===== src/rtl/flash_pwr_pkg.sv =====
package flash_pwr_pkg;
  // ----------------------------------------------------------------
  // timing
  // ----------------------------------------------------------------
  localparam int CLK_MHZ              = 100;
  localparam int SELECT_DELAY_US      = 30;
  localparam int SELECT_DELAY_CYC     = SELECT_DELAY_US * CLK_MHZ;
  localparam int WRITE_INHIBIT_MIN_MS = 1;
  localparam int WRITE_INHIBIT_MAX_MS = 10;
  localparam int WRITE_INHIBIT_MIN_CYC = WRITE_INHIBIT_MIN_MS * 1000 * CLK_MHZ;
  localparam int WRITE_INHIBIT_MAX_CYC = WRITE_INHIBIT_MAX_MS * 1000 * CLK_MHZ;
  localparam int WAKE_RECOVERY_CYC    = 300;
  localparam int PD_ENTRY_CYC         = 300;
  localparam int SCLK_HALF_CYC        = 4;
  localparam int CS_GUARD_CYC         = 8;
  // ----------------------------------------------------------------
  // instruction codes and status layout
  // ----------------------------------------------------------------
  localparam int         INSTR_BITS        = 8;
  localparam logic [7:0] WAKE_CODE         = 8'hA1;
  localparam logic [7:0] PD_CODE           = 8'hA2;
  localparam logic [7:0] WRITE_ENABLE_CODE = 8'hA3;
  localparam logic [7:0] PAGE_REWRITE_CODE = 8'hA4;
  localparam logic [7:0] PAGE_PROGRAM_CODE = 8'hA5;
  localparam logic [7:0] PAGE_ERASE_CODE   = 8'hA6;
  localparam logic [7:0] SECTOR_ERASE_CODE = 8'hA7;
  localparam int         STATUS_WIP_BIT    = 0;
  localparam int         STATUS_WEL_BIT    = 1;
  localparam logic [7:0] STATUS_RESET      = 8'h00;
  localparam logic [7:0] ERASED_BYTE       = 8'hFF;
  // ----------------------------------------------------------------
  // states
  // ----------------------------------------------------------------
  typedef enum logic [1:0] {
    PWR_STANDBY  = 2'h0,
    PWR_PD_ENTRY = 2'h1,
    PWR_DEEP_PD  = 2'h3,
    PWR_WAKE     = 2'h2
  } pwr_state_t;
  typedef enum logic [1:0] {
    HST_POWER_UP = 2'h0,
    HST_IDLE     = 2'h1,
    HST_SHIFT    = 2'h3,
    HST_GUARD    = 2'h2
  } host_state_t;
endpackage


===== src/rtl/flash_link_if.sv =====
`timescale 1ns/1ps
interface flash_link_if;
  logic cs_b;
  logic sclk;
  logic sdi;
  logic reset_b;
  modport host (output cs_b, output sclk, output sdi, output reset_b);
  modport dev  (input cs_b, input sclk, input sdi, input reset_b);
endinterface


===== src/rtl/flash_power_state_control.sv =====
`timescale 1ns/1ps
module flash_power_state_control
  import flash_pwr_pkg::*;
#(
  parameter logic [7:0] P_WAKE_CODE      = flash_pwr_pkg::WAKE_CODE,
  parameter int         P_WAKE_RECOVERY  = flash_pwr_pkg::WAKE_RECOVERY_CYC,
  parameter int         P_PD_ENTRY       = flash_pwr_pkg::PD_ENTRY_CYC,
  parameter int         P_WRITE_INHIBIT  = flash_pwr_pkg::WRITE_INHIBIT_MIN_CYC
) (
  input  wire logic                      i_clock,
  input  wire logic                      i_rst_b,
  flash_link_if.dev                      link,
  input  wire logic                      i_cycle_start,
  input  wire logic                      i_cycle_done,
  output flash_pwr_pkg::pwr_state_t      o_power_state,
  output logic                           o_write_inhibit,
  output logic [7:0]                     o_status,
  output logic [7:0]                     o_array_fill,
  output logic                           o_cmd_valid,
  output logic [7:0]                     o_cmd_code
);
  import flash_pwr_pkg::*;

  // ----------------------------------------------------------------
  // pin synchronisers: cs_b, sclk, sdi, reset_b
  // ----------------------------------------------------------------
  logic [3:0] meta_q;
  logic [3:0] sync_q;
  logic       cs_b_s;
  logic       sclk_s;
  logic       sdi_s;
  logic       link_hold;

  always_ff @(posedge i_clock or negedge i_rst_b) begin
    if (!i_rst_b) begin
      // idle levels: a high clock here would fake an edge after reset
      meta_q <= 4'h9;
      sync_q <= 4'h9;
    end else begin
      meta_q <= {link.reset_b, link.sdi, link.sclk, link.cs_b};
      sync_q <= meta_q;
    end
  end

  assign cs_b_s    = sync_q[0];
  assign sclk_s    = sync_q[1];
  assign sdi_s     = sync_q[2];
  assign link_hold = ~sync_q[3];

  // ----------------------------------------------------------------
  // state
  // ----------------------------------------------------------------
  pwr_state_t  state_q,   state_d;
  logic        cs_prev_q, cs_prev_d;
  logic        sclk_prev_q, sclk_prev_d;
  logic [7:0]  shift_q,   shift_d;
  logic [3:0]  bits_q,    bits_d;
  logic [31:0] timer_q,   timer_d;
  logic [31:0] inhibit_q, inhibit_d;
  logic        wip_q,     wip_d;
  logic        wel_q,     wel_d;
  logic        valid_q,   valid_d;
  logic [7:0]  code_q,    code_d;
  logic [7:0]  fill_q,    fill_d;

  function automatic logic is_write_class(input logic [7:0] code);
    return (code == WRITE_ENABLE_CODE) || (code == PAGE_REWRITE_CODE) ||
           (code == PAGE_PROGRAM_CODE) || (code == PAGE_ERASE_CODE) ||
           (code == SECTOR_ERASE_CODE);
  endfunction

  logic       sclk_rise;
  logic       cs_rise;
  logic       byte_done;
  logic [7:0] code_now;
  logic       exact_byte;
  logic       inhibit;

  always_comb begin
    sclk_rise   = sclk_s & ~sclk_prev_q;
    cs_rise     = cs_b_s & ~cs_prev_q;
    code_now    = {shift_q[6:0], sdi_s};
    byte_done   = ~cs_b_s & sclk_rise & (bits_q == 4'h7);
    // a single-byte instruction counts only with exactly eight clocks
    exact_byte  = cs_rise & (bits_q == 4'h8);
    inhibit     = (inhibit_q != 32'h0);

    cs_prev_d   = cs_b_s;
    sclk_prev_d = sclk_s;
    shift_d     = shift_q;
    bits_d      = bits_q;
    state_d     = state_q;
    timer_d     = timer_q;
    inhibit_d   = inhibit ? inhibit_q - 32'h1 : inhibit_q;
    wip_d       = wip_q;
    wel_d       = wel_q;
    valid_d     = 1'b0;
    code_d      = code_q;
    fill_d      = fill_q;

    if (cs_b_s) begin
      bits_d = 4'h0;
    end else if (sclk_rise) begin
      shift_d = code_now;
      if (bits_q != 4'hF) begin
        bits_d = bits_q + 4'h1;
      end
    end

    // first byte of every instruction goes out only from standby;
    // write class is dropped while inhibited or busy
    if (byte_done && state_q == PWR_STANDBY) begin
      if (!(is_write_class(code_now) && (inhibit || wip_q))) begin
        valid_d = 1'b1;
        code_d  = code_now;
      end
    end

    // a cycle start consumes the latch; a write enable decoded in the same cycle wins
    if (i_cycle_start) begin
      wel_d = 1'b0;
    end

    unique case (state_q)
      PWR_STANDBY: begin
        if (exact_byte && !wip_q) begin
          if (shift_q == PD_CODE) begin
            state_d = PWR_PD_ENTRY;
            timer_d = 32'(P_PD_ENTRY);
          end else if (shift_q == WRITE_ENABLE_CODE && !inhibit) begin
            wel_d = 1'b1;
          end
        end
      end
      PWR_PD_ENTRY: begin
        if (timer_q <= 32'h1) begin
          state_d = PWR_DEEP_PD;
        end else begin
          timer_d = timer_q - 32'h1;
        end
      end
      PWR_DEEP_PD: begin
        // only the wake code is looked at here; a busy cycle rejects it
        if (exact_byte && shift_q == P_WAKE_CODE && !wip_q) begin
          state_d = PWR_WAKE;
          timer_d = 32'(P_WAKE_RECOVERY);
        end
      end
      PWR_WAKE: begin
        if (timer_q <= 32'h1) begin
          state_d = PWR_STANDBY;
        end else begin
          timer_d = timer_q - 32'h1;
        end
      end
    endcase

    // busy flag: start wins over done in the same cycle
    if (i_cycle_done) begin
      wip_d = 1'b0;
    end
    if (i_cycle_start) begin
      wip_d = 1'b1;
    end

    // reset pin from the host acts like the power-on reset, except that shift_q and code_q keep their values
    if (link_hold) begin
      state_d   = PWR_STANDBY;
      bits_d    = 4'h0;
      timer_d   = 32'h0;
      inhibit_d = 32'(P_WRITE_INHIBIT);
      wip_d     = 1'b0;
      wel_d     = 1'b0;
      valid_d   = 1'b0;
    end
  end

  always_ff @(posedge i_clock or negedge i_rst_b) begin
    if (!i_rst_b) begin
      state_q     <= PWR_STANDBY;
      cs_prev_q   <= 1'b1;
      sclk_prev_q <= 1'b0;
      shift_q     <= 8'h00;
      bits_q      <= 4'h0;
      timer_q     <= 32'h0;
      inhibit_q   <= 32'(P_WRITE_INHIBIT);
      wip_q       <= 1'b0;
      wel_q       <= 1'b0;
      valid_q     <= 1'b0;
      code_q      <= 8'h00;
      fill_q      <= ERASED_BYTE;
    end else begin
      state_q     <= state_d;
      cs_prev_q   <= cs_prev_d;
      sclk_prev_q <= sclk_prev_d;
      shift_q     <= shift_d;
      bits_q      <= bits_d;
      timer_q     <= timer_d;
      inhibit_q   <= inhibit_d;
      wip_q       <= wip_d;
      wel_q       <= wel_d;
      valid_q     <= valid_d;
      code_q      <= code_d;
      fill_q      <= fill_d;
    end
  end

  // ----------------------------------------------------------------
  // outputs
  // ----------------------------------------------------------------
  always_comb begin
    o_status                 = STATUS_RESET;
    o_status[STATUS_WIP_BIT] = wip_q;
    o_status[STATUS_WEL_BIT] = wel_q;
  end

  assign o_power_state   = state_q;
  assign o_write_inhibit = (inhibit_q != 32'h0);
  assign o_array_fill    = fill_q;
  assign o_cmd_valid     = valid_q;
  assign o_cmd_code      = code_q;
endmodule


===== src/flat_wrapper.sv =====
// flat-port wrapper written by rule: the top's interface ports become plain ports
module flash_power_state_control_flat import flash_pwr_pkg::*;
#(
  parameter logic [7:0] P_WAKE_CODE      = flash_pwr_pkg::WAKE_CODE,
  parameter int         P_WAKE_RECOVERY  = flash_pwr_pkg::WAKE_RECOVERY_CYC,
  parameter int         P_PD_ENTRY       = flash_pwr_pkg::PD_ENTRY_CYC,
  parameter int         P_WRITE_INHIBIT  = flash_pwr_pkg::WRITE_INHIBIT_MIN_CYC
)
  (i_clock, i_rst_b, i_cycle_start, i_cycle_done, o_power_state, o_write_inhibit, o_status, o_array_fill, o_cmd_valid, o_cmd_code, link_cs_b, link_sclk, link_sdi, link_reset_b);
  flash_link_if link_i ();
  input  wire logic i_clock;
  input  wire logic i_rst_b;
  input  wire logic i_cycle_start;
  input  wire logic i_cycle_done;
  output flash_pwr_pkg::pwr_state_t o_power_state;
  output logic o_write_inhibit;
  output logic [7:0] o_status;
  output logic [7:0] o_array_fill;
  output logic o_cmd_valid;
  output logic [7:0] o_cmd_code;
  input wire logic [$bits(link_i.cs_b)-1:0] link_cs_b;
  input wire logic [$bits(link_i.sclk)-1:0] link_sclk;
  input wire logic [$bits(link_i.sdi)-1:0] link_sdi;
  input wire logic [$bits(link_i.reset_b)-1:0] link_reset_b;
  assign link_i.cs_b = link_cs_b;
  assign link_i.sclk = link_sclk;
  assign link_i.sdi = link_sdi;
  assign link_i.reset_b = link_reset_b;
  flash_power_state_control #(.P_WAKE_CODE(P_WAKE_CODE), .P_WAKE_RECOVERY(P_WAKE_RECOVERY), .P_PD_ENTRY(P_PD_ENTRY), .P_WRITE_INHIBIT(P_WRITE_INHIBIT)) u_core (.i_clock(i_clock), .i_rst_b(i_rst_b), .link(link_i), .i_cycle_start(i_cycle_start), .i_cycle_done(i_cycle_done), .o_power_state(o_power_state), .o_write_inhibit(o_write_inhibit), .o_status(o_status), .o_array_fill(o_array_fill), .o_cmd_valid(o_cmd_valid), .o_cmd_code(o_cmd_code));
endmodule

===== config.mk =====
export PLATFORM = sky130hd
export DESIGN_NAME = flash_power_state_control_flat
export DESIGN_NICKNAME = d
export VERILOG_FILES = /design/src/rtl/flash_pwr_pkg.sv /design/src/rtl/flash_link_if.sv /design/src/rtl/flash_power_state_control.sv /design/src/flat_wrapper.sv
export SDC_FILE = /design/constraint.sdc
export NUM_CORES = 1
export LEC_CHECK = 0
export ABC_AREA = 1
export BUFFER_PORTS_ARGS = -buffer_cell sky130_fd_sc_hd__buf_2
export CORE_MARGIN = 2
export CORE_UTILIZATION = 61
export CTS_CLUSTER_SIZE = 12
export DETAILED_ROUTE_END_ITERATION = 10
export PLACE_DENSITY = 0.9
export SLEW_MARGIN = 25
export SYNTH_ARGS = -nofsm -noshare
export SYNTH_HDL_FRONTEND = slang
export SYNTH_SLANG_ARGS = --single-unit

===== constraint.sdc =====
create_clock -name i_clock -period 2.2 [get_ports i_clock]
set_input_delay 0.44 -clock i_clock [delete_from_list [all_inputs] [get_ports i_clock]]
set_output_delay 0.44 -clock i_clock [all_outputs]
set_load 0.05 [all_outputs]

==> run_results.csv <==
group,metric,value,unit
floorplanning,io_pins,36,
cells_and_area,layout_commonest_cell,"nand2_1",
worst_setup_path,path_cells,"inv_2, ha_1, nand3_1, nor3_1, nand4_1, buf_6",
cts,root_buffer,"clkbuf_8",
cells_and_area,nets,798,
cts,h-tree-depth,3,
worst_setup_path,start_kind,"register",
power,leakage,3.115,nW
cells_and_area,n_fill_cell,732,
global_route,antenna_found_initial,0,
worst_setup_path,cp_slowest_cell,"dfrtp_1",
worst_setup_path,cp_num_buf_inv,2,
worst_setup_path,crit_path_end_kind,"output port",
worst_setup_path,max_stage_delay,0.42,ns
detailed_routing,first_pass_iters,5,
cells_and_area,most-common-layout-cells,"nand2_1 (176), nor2_1 (146), dfrtp_1 (88)",
global_route,grt_pass1_vias,4970,
sta,finalSetupTns,0,ns
sta,post-route-min-period,2.138,ns
cts,cts_made_buffers,9,
floorplanning,start_util,62.78,%
cts,tritoncts,"done",
placed_design,routabilityCongestion,0.9533,
detailed_routing,drt_iter0_markers,350,
worst_setup_path,cp_max_fo,4,
worst_setup_path,critPathKind,"register to output port",
detailed_routing,ant_nets,0,
logic_synthesis,syn_avg_cell_area,7.765,µm²
detailed_routing,vias,5108,
sta,fin_skew,0.01326,ns
sta,hold_viol,0,
worst_setup_path,cp_top_family,"flip-flops",
job,maxCapViolCount,0,
global_route,grt_max_degree,37,
detailed_routing,wl,13.38,mm
cts,clk_latency,0.37,ns
sta,finalSetupViolations,0,
sta,layout_setup_ws,0.06163,ns
floorplanning,core_area,9240,µm²
logic_synthesis,synth-seq-cells,99,
power,power,0.007057,W
sta,finalMaxSlewViolations,0,
global_route,top_usage_layer,"met2",
global_route,grt_usage,27.80,%
sta,rsz0062_at_grt,"false",
sta,fmax,467.6,MHz
power,ir_drop,901.0,µV
global_route,grt_pass1_wl,22.74,mm
floorplanning,die_y,101.5,µm
floorplanning,row_count,35,
sta,whs,0.01590,ns
global_route,met3_usage,4.969,%
cells_and_area,utilization,67.58,%
placed_design,io_buffers,21,
global_route,grt_overflow,0,
worst_setup_path,r2r_setup_slack,0.25,ns
cts,clk_pin_slew,0.10,ns
global_route,grt_use_met2,45.95,%
cells_and_area,antennaDiodeCount,0,
sta,max-slew-margin-rel,59.65,%
worst_setup_path,worstPathRequired,1.76,ns
cells_and_area,area_delta_synth_final,7.657,%
sta,worst_slew_pin_slew,0.6047,ns
sta,fin_crit_sh,97.20,%
logic_synthesis,synth-seq-area-share,42.95,%
floorplanning,dieArea,10310,µm²
detailed_routing,viasPerCell,5.595,
logic_synthesis,ys_types,42,
detailed_routing,drc,0,
cts,clk_path_buf_depth,2,
power,power_density,1130,nW/µm²
cells_and_area,drive_above_1_share,14.41,%
detailed_routing,wire_per_inst,14.66,µm
floorplanning,die_w,101.5,µm
logic_synthesis,syn_area,5801,µm²
cts,clock-sinks,99,
worst_hold_path,hold_path_class,"input pin to async pin",
worst_setup_path,crit_arrival,1.70,ns
logic_synthesis,synthCells,747,
status,outcome,"finished, final reports clean",
global_route,met1_usage,36.11,%
placed_design,pre_cts_slack,0.2273,ns
placed_design,place_hpwl,9.804,mm
logic_synthesis,yosys_warnings,0,
-- cell type report --
| cell class | count | area [µm²] | area share (%) |
|---|---|---|---|
| multi-input combinational | 574 | 2915 | 46.68 |
| sequential | 99 | 2491 | 39.89 |
| timing repair buffer | 39 | 261.5 | 4.188 |
| inverter | 56 | 210.2 | 3.366 |
| tap | 129 | 161.4 | 2.585 |
| clock buffer | 13 | 158.9 | 2.545 |
| clock inverter | 3 | 46.29 | 0.7413 |
-- through the flow --
| step | instance area [µm²] | instances |
|---|---|---|
| CTS | 6203 | 910 |
| finish | 6245 | 913 |
| global placement | 5988 | 893 |
| floorplan | 5846 | 759 |
| detailed placement | 5988 | 893 |
| global route | 6245 | 913 |
-- cell usage after synthesis --
cell type / instances / area share [%]
and2_1: 1 / 0.11
buf_12: 2 / 0.69
or2_2: 4 / 0.43
buf_1: 1 / 0.065
ha_1: 11 / 2.4
mux2_2: 3 / 0.58
o21bai_1: 1 / 0.13
nand4_1: 17 / 1.8
xnor2_1: 9 / 1.4
o22ai_1: 1 / 0.11
nand3_1: 44 / 3.8
o21ai_2: 16 / 2.4
nor2_4: 4 / 0.78
clkbuf_1: 5 / 0.32
nand2_2: 6 / 0.65
inv_1: 56 / 3.6
nand2_1: 176 / 11
a21oi_1: 7 / 0.60
buf_2: 3 / 0.26
buf_6: 1 / 0.19
nand3_4: 2 / 0.60
o31ai_1: 2 / 0.26
a21o_1: 2 / 0.26
or2_0: 1 / 0.11
buf_4: 17 / 2.2
nand2_4: 3 / 0.58
xor2_1: 30 / 4.5
nand3b_1: 1 / 0.13
nand2_8: 1 / 0.35
nor2_1: 147 / 9.5
o21ai_0: 22 / 1.9
dfrtp_1: 88 / 38
nor4_1: 1 / 0.11
or2_1: 1 / 0.11
a211oi_1: 1 / 0.13
nand3_2: 1 / 0.17
o21ai_1: 9 / 0.78
buf_8: 1 / 0.26
nor2_2: 6 / 0.65
conb_1: 2 / 0.13
dfstp_2: 11 / 5.0
nor3_1: 30 / 2.6
-- worst register-to-register path, stage by stage, from the launching register on --
cell and delay, ns:
dfrtp_1 0.43, inv_1 0.12, ha_1 0.24, nand2_2 0.10, nor2_4 0.19, nand2_2 0.10
nand2_2 0.13, nand3_4 0.14, nand2_8 0.24, nand2_1 0.10, o21ai_1 0.10
-- kinds of logic after synthesis --
logic type,count (synthesis),synth area share [%]
AO/OA/AOI/OAI,61,6.579
multiplexers,3,0.5824
buffers and inverters,86,7.614
AND/OR/NAND/NOR,446,33.89
other,2,0.1295
adder cells (fa/ha/maj),11,2.373
XOR/XNOR,39,5.889
flip-flops,99,42.95
-- what timing repair did --
item,4_1_cts,5_1_grt
hold buffers,0,0
buffers inserted,1,3
resized for setup,2,3
pin swaps,1,2
endpoints found under the setup margin,1,9
-- flip-flops by register name, indices dropped and copies added, names as in the netlist --
signal / flops
u_core.o_power_state: 2
u_core.shift_q: 8
u_core.meta_q: 4
u_core.o_cmd_code: 8
u_core.o_cmd_valid: 1
u_core.sclk_prev_q: 1
u_core.wip_q: 1
u_core.sync_q: 4
u_core.wel_q: 1
u_core.inhibit_q: 32
u_core.cs_prev_q: 1
u_core.timer_q: 32
u_core.bits_q: 4
-- power breakdown --
| group | switching (W) | total [W] | internal (W) |
|---|---|---|---|
| clock | 0.000622 | 0.00121 | 0.000591 |
| sequential | 0.000310 | 0.00238 | 0.00207 |
| combinational | 0.00234 | 0.00346 | 0.00112 |
-- worst paths after layout --
kind | startpoint | depth (start not counted) | end
max in group asynchronous | i_rst_b | 2 | u_core.inhibit_q[10]
worst max-delay path | u_core.inhibit_q[0] | 6 | o_write_inhibit
worst min register to register | u_core.meta_q[2] | 0 | u_core.sync_q[2]
worst max register to register | u_core.timer_q[0] | 10 | u_core.timer_q[20]
min in group i_clock | link_cs_b | 1 | u_core.meta_q[0]
worst min-delay path | i_rst_b | 1 | u_core.meta_q[1]
-- metal layers --
layer | up-vias | share of wire [%]
li1 | 2423 | -
met1 | 2434 | 42
met2 | 217 | 49
met3 | 34 | 6.8
met4 | 0 | 2.3
met5 | - | 0
No activity file was read; power rests on OpenSTA's default activity.
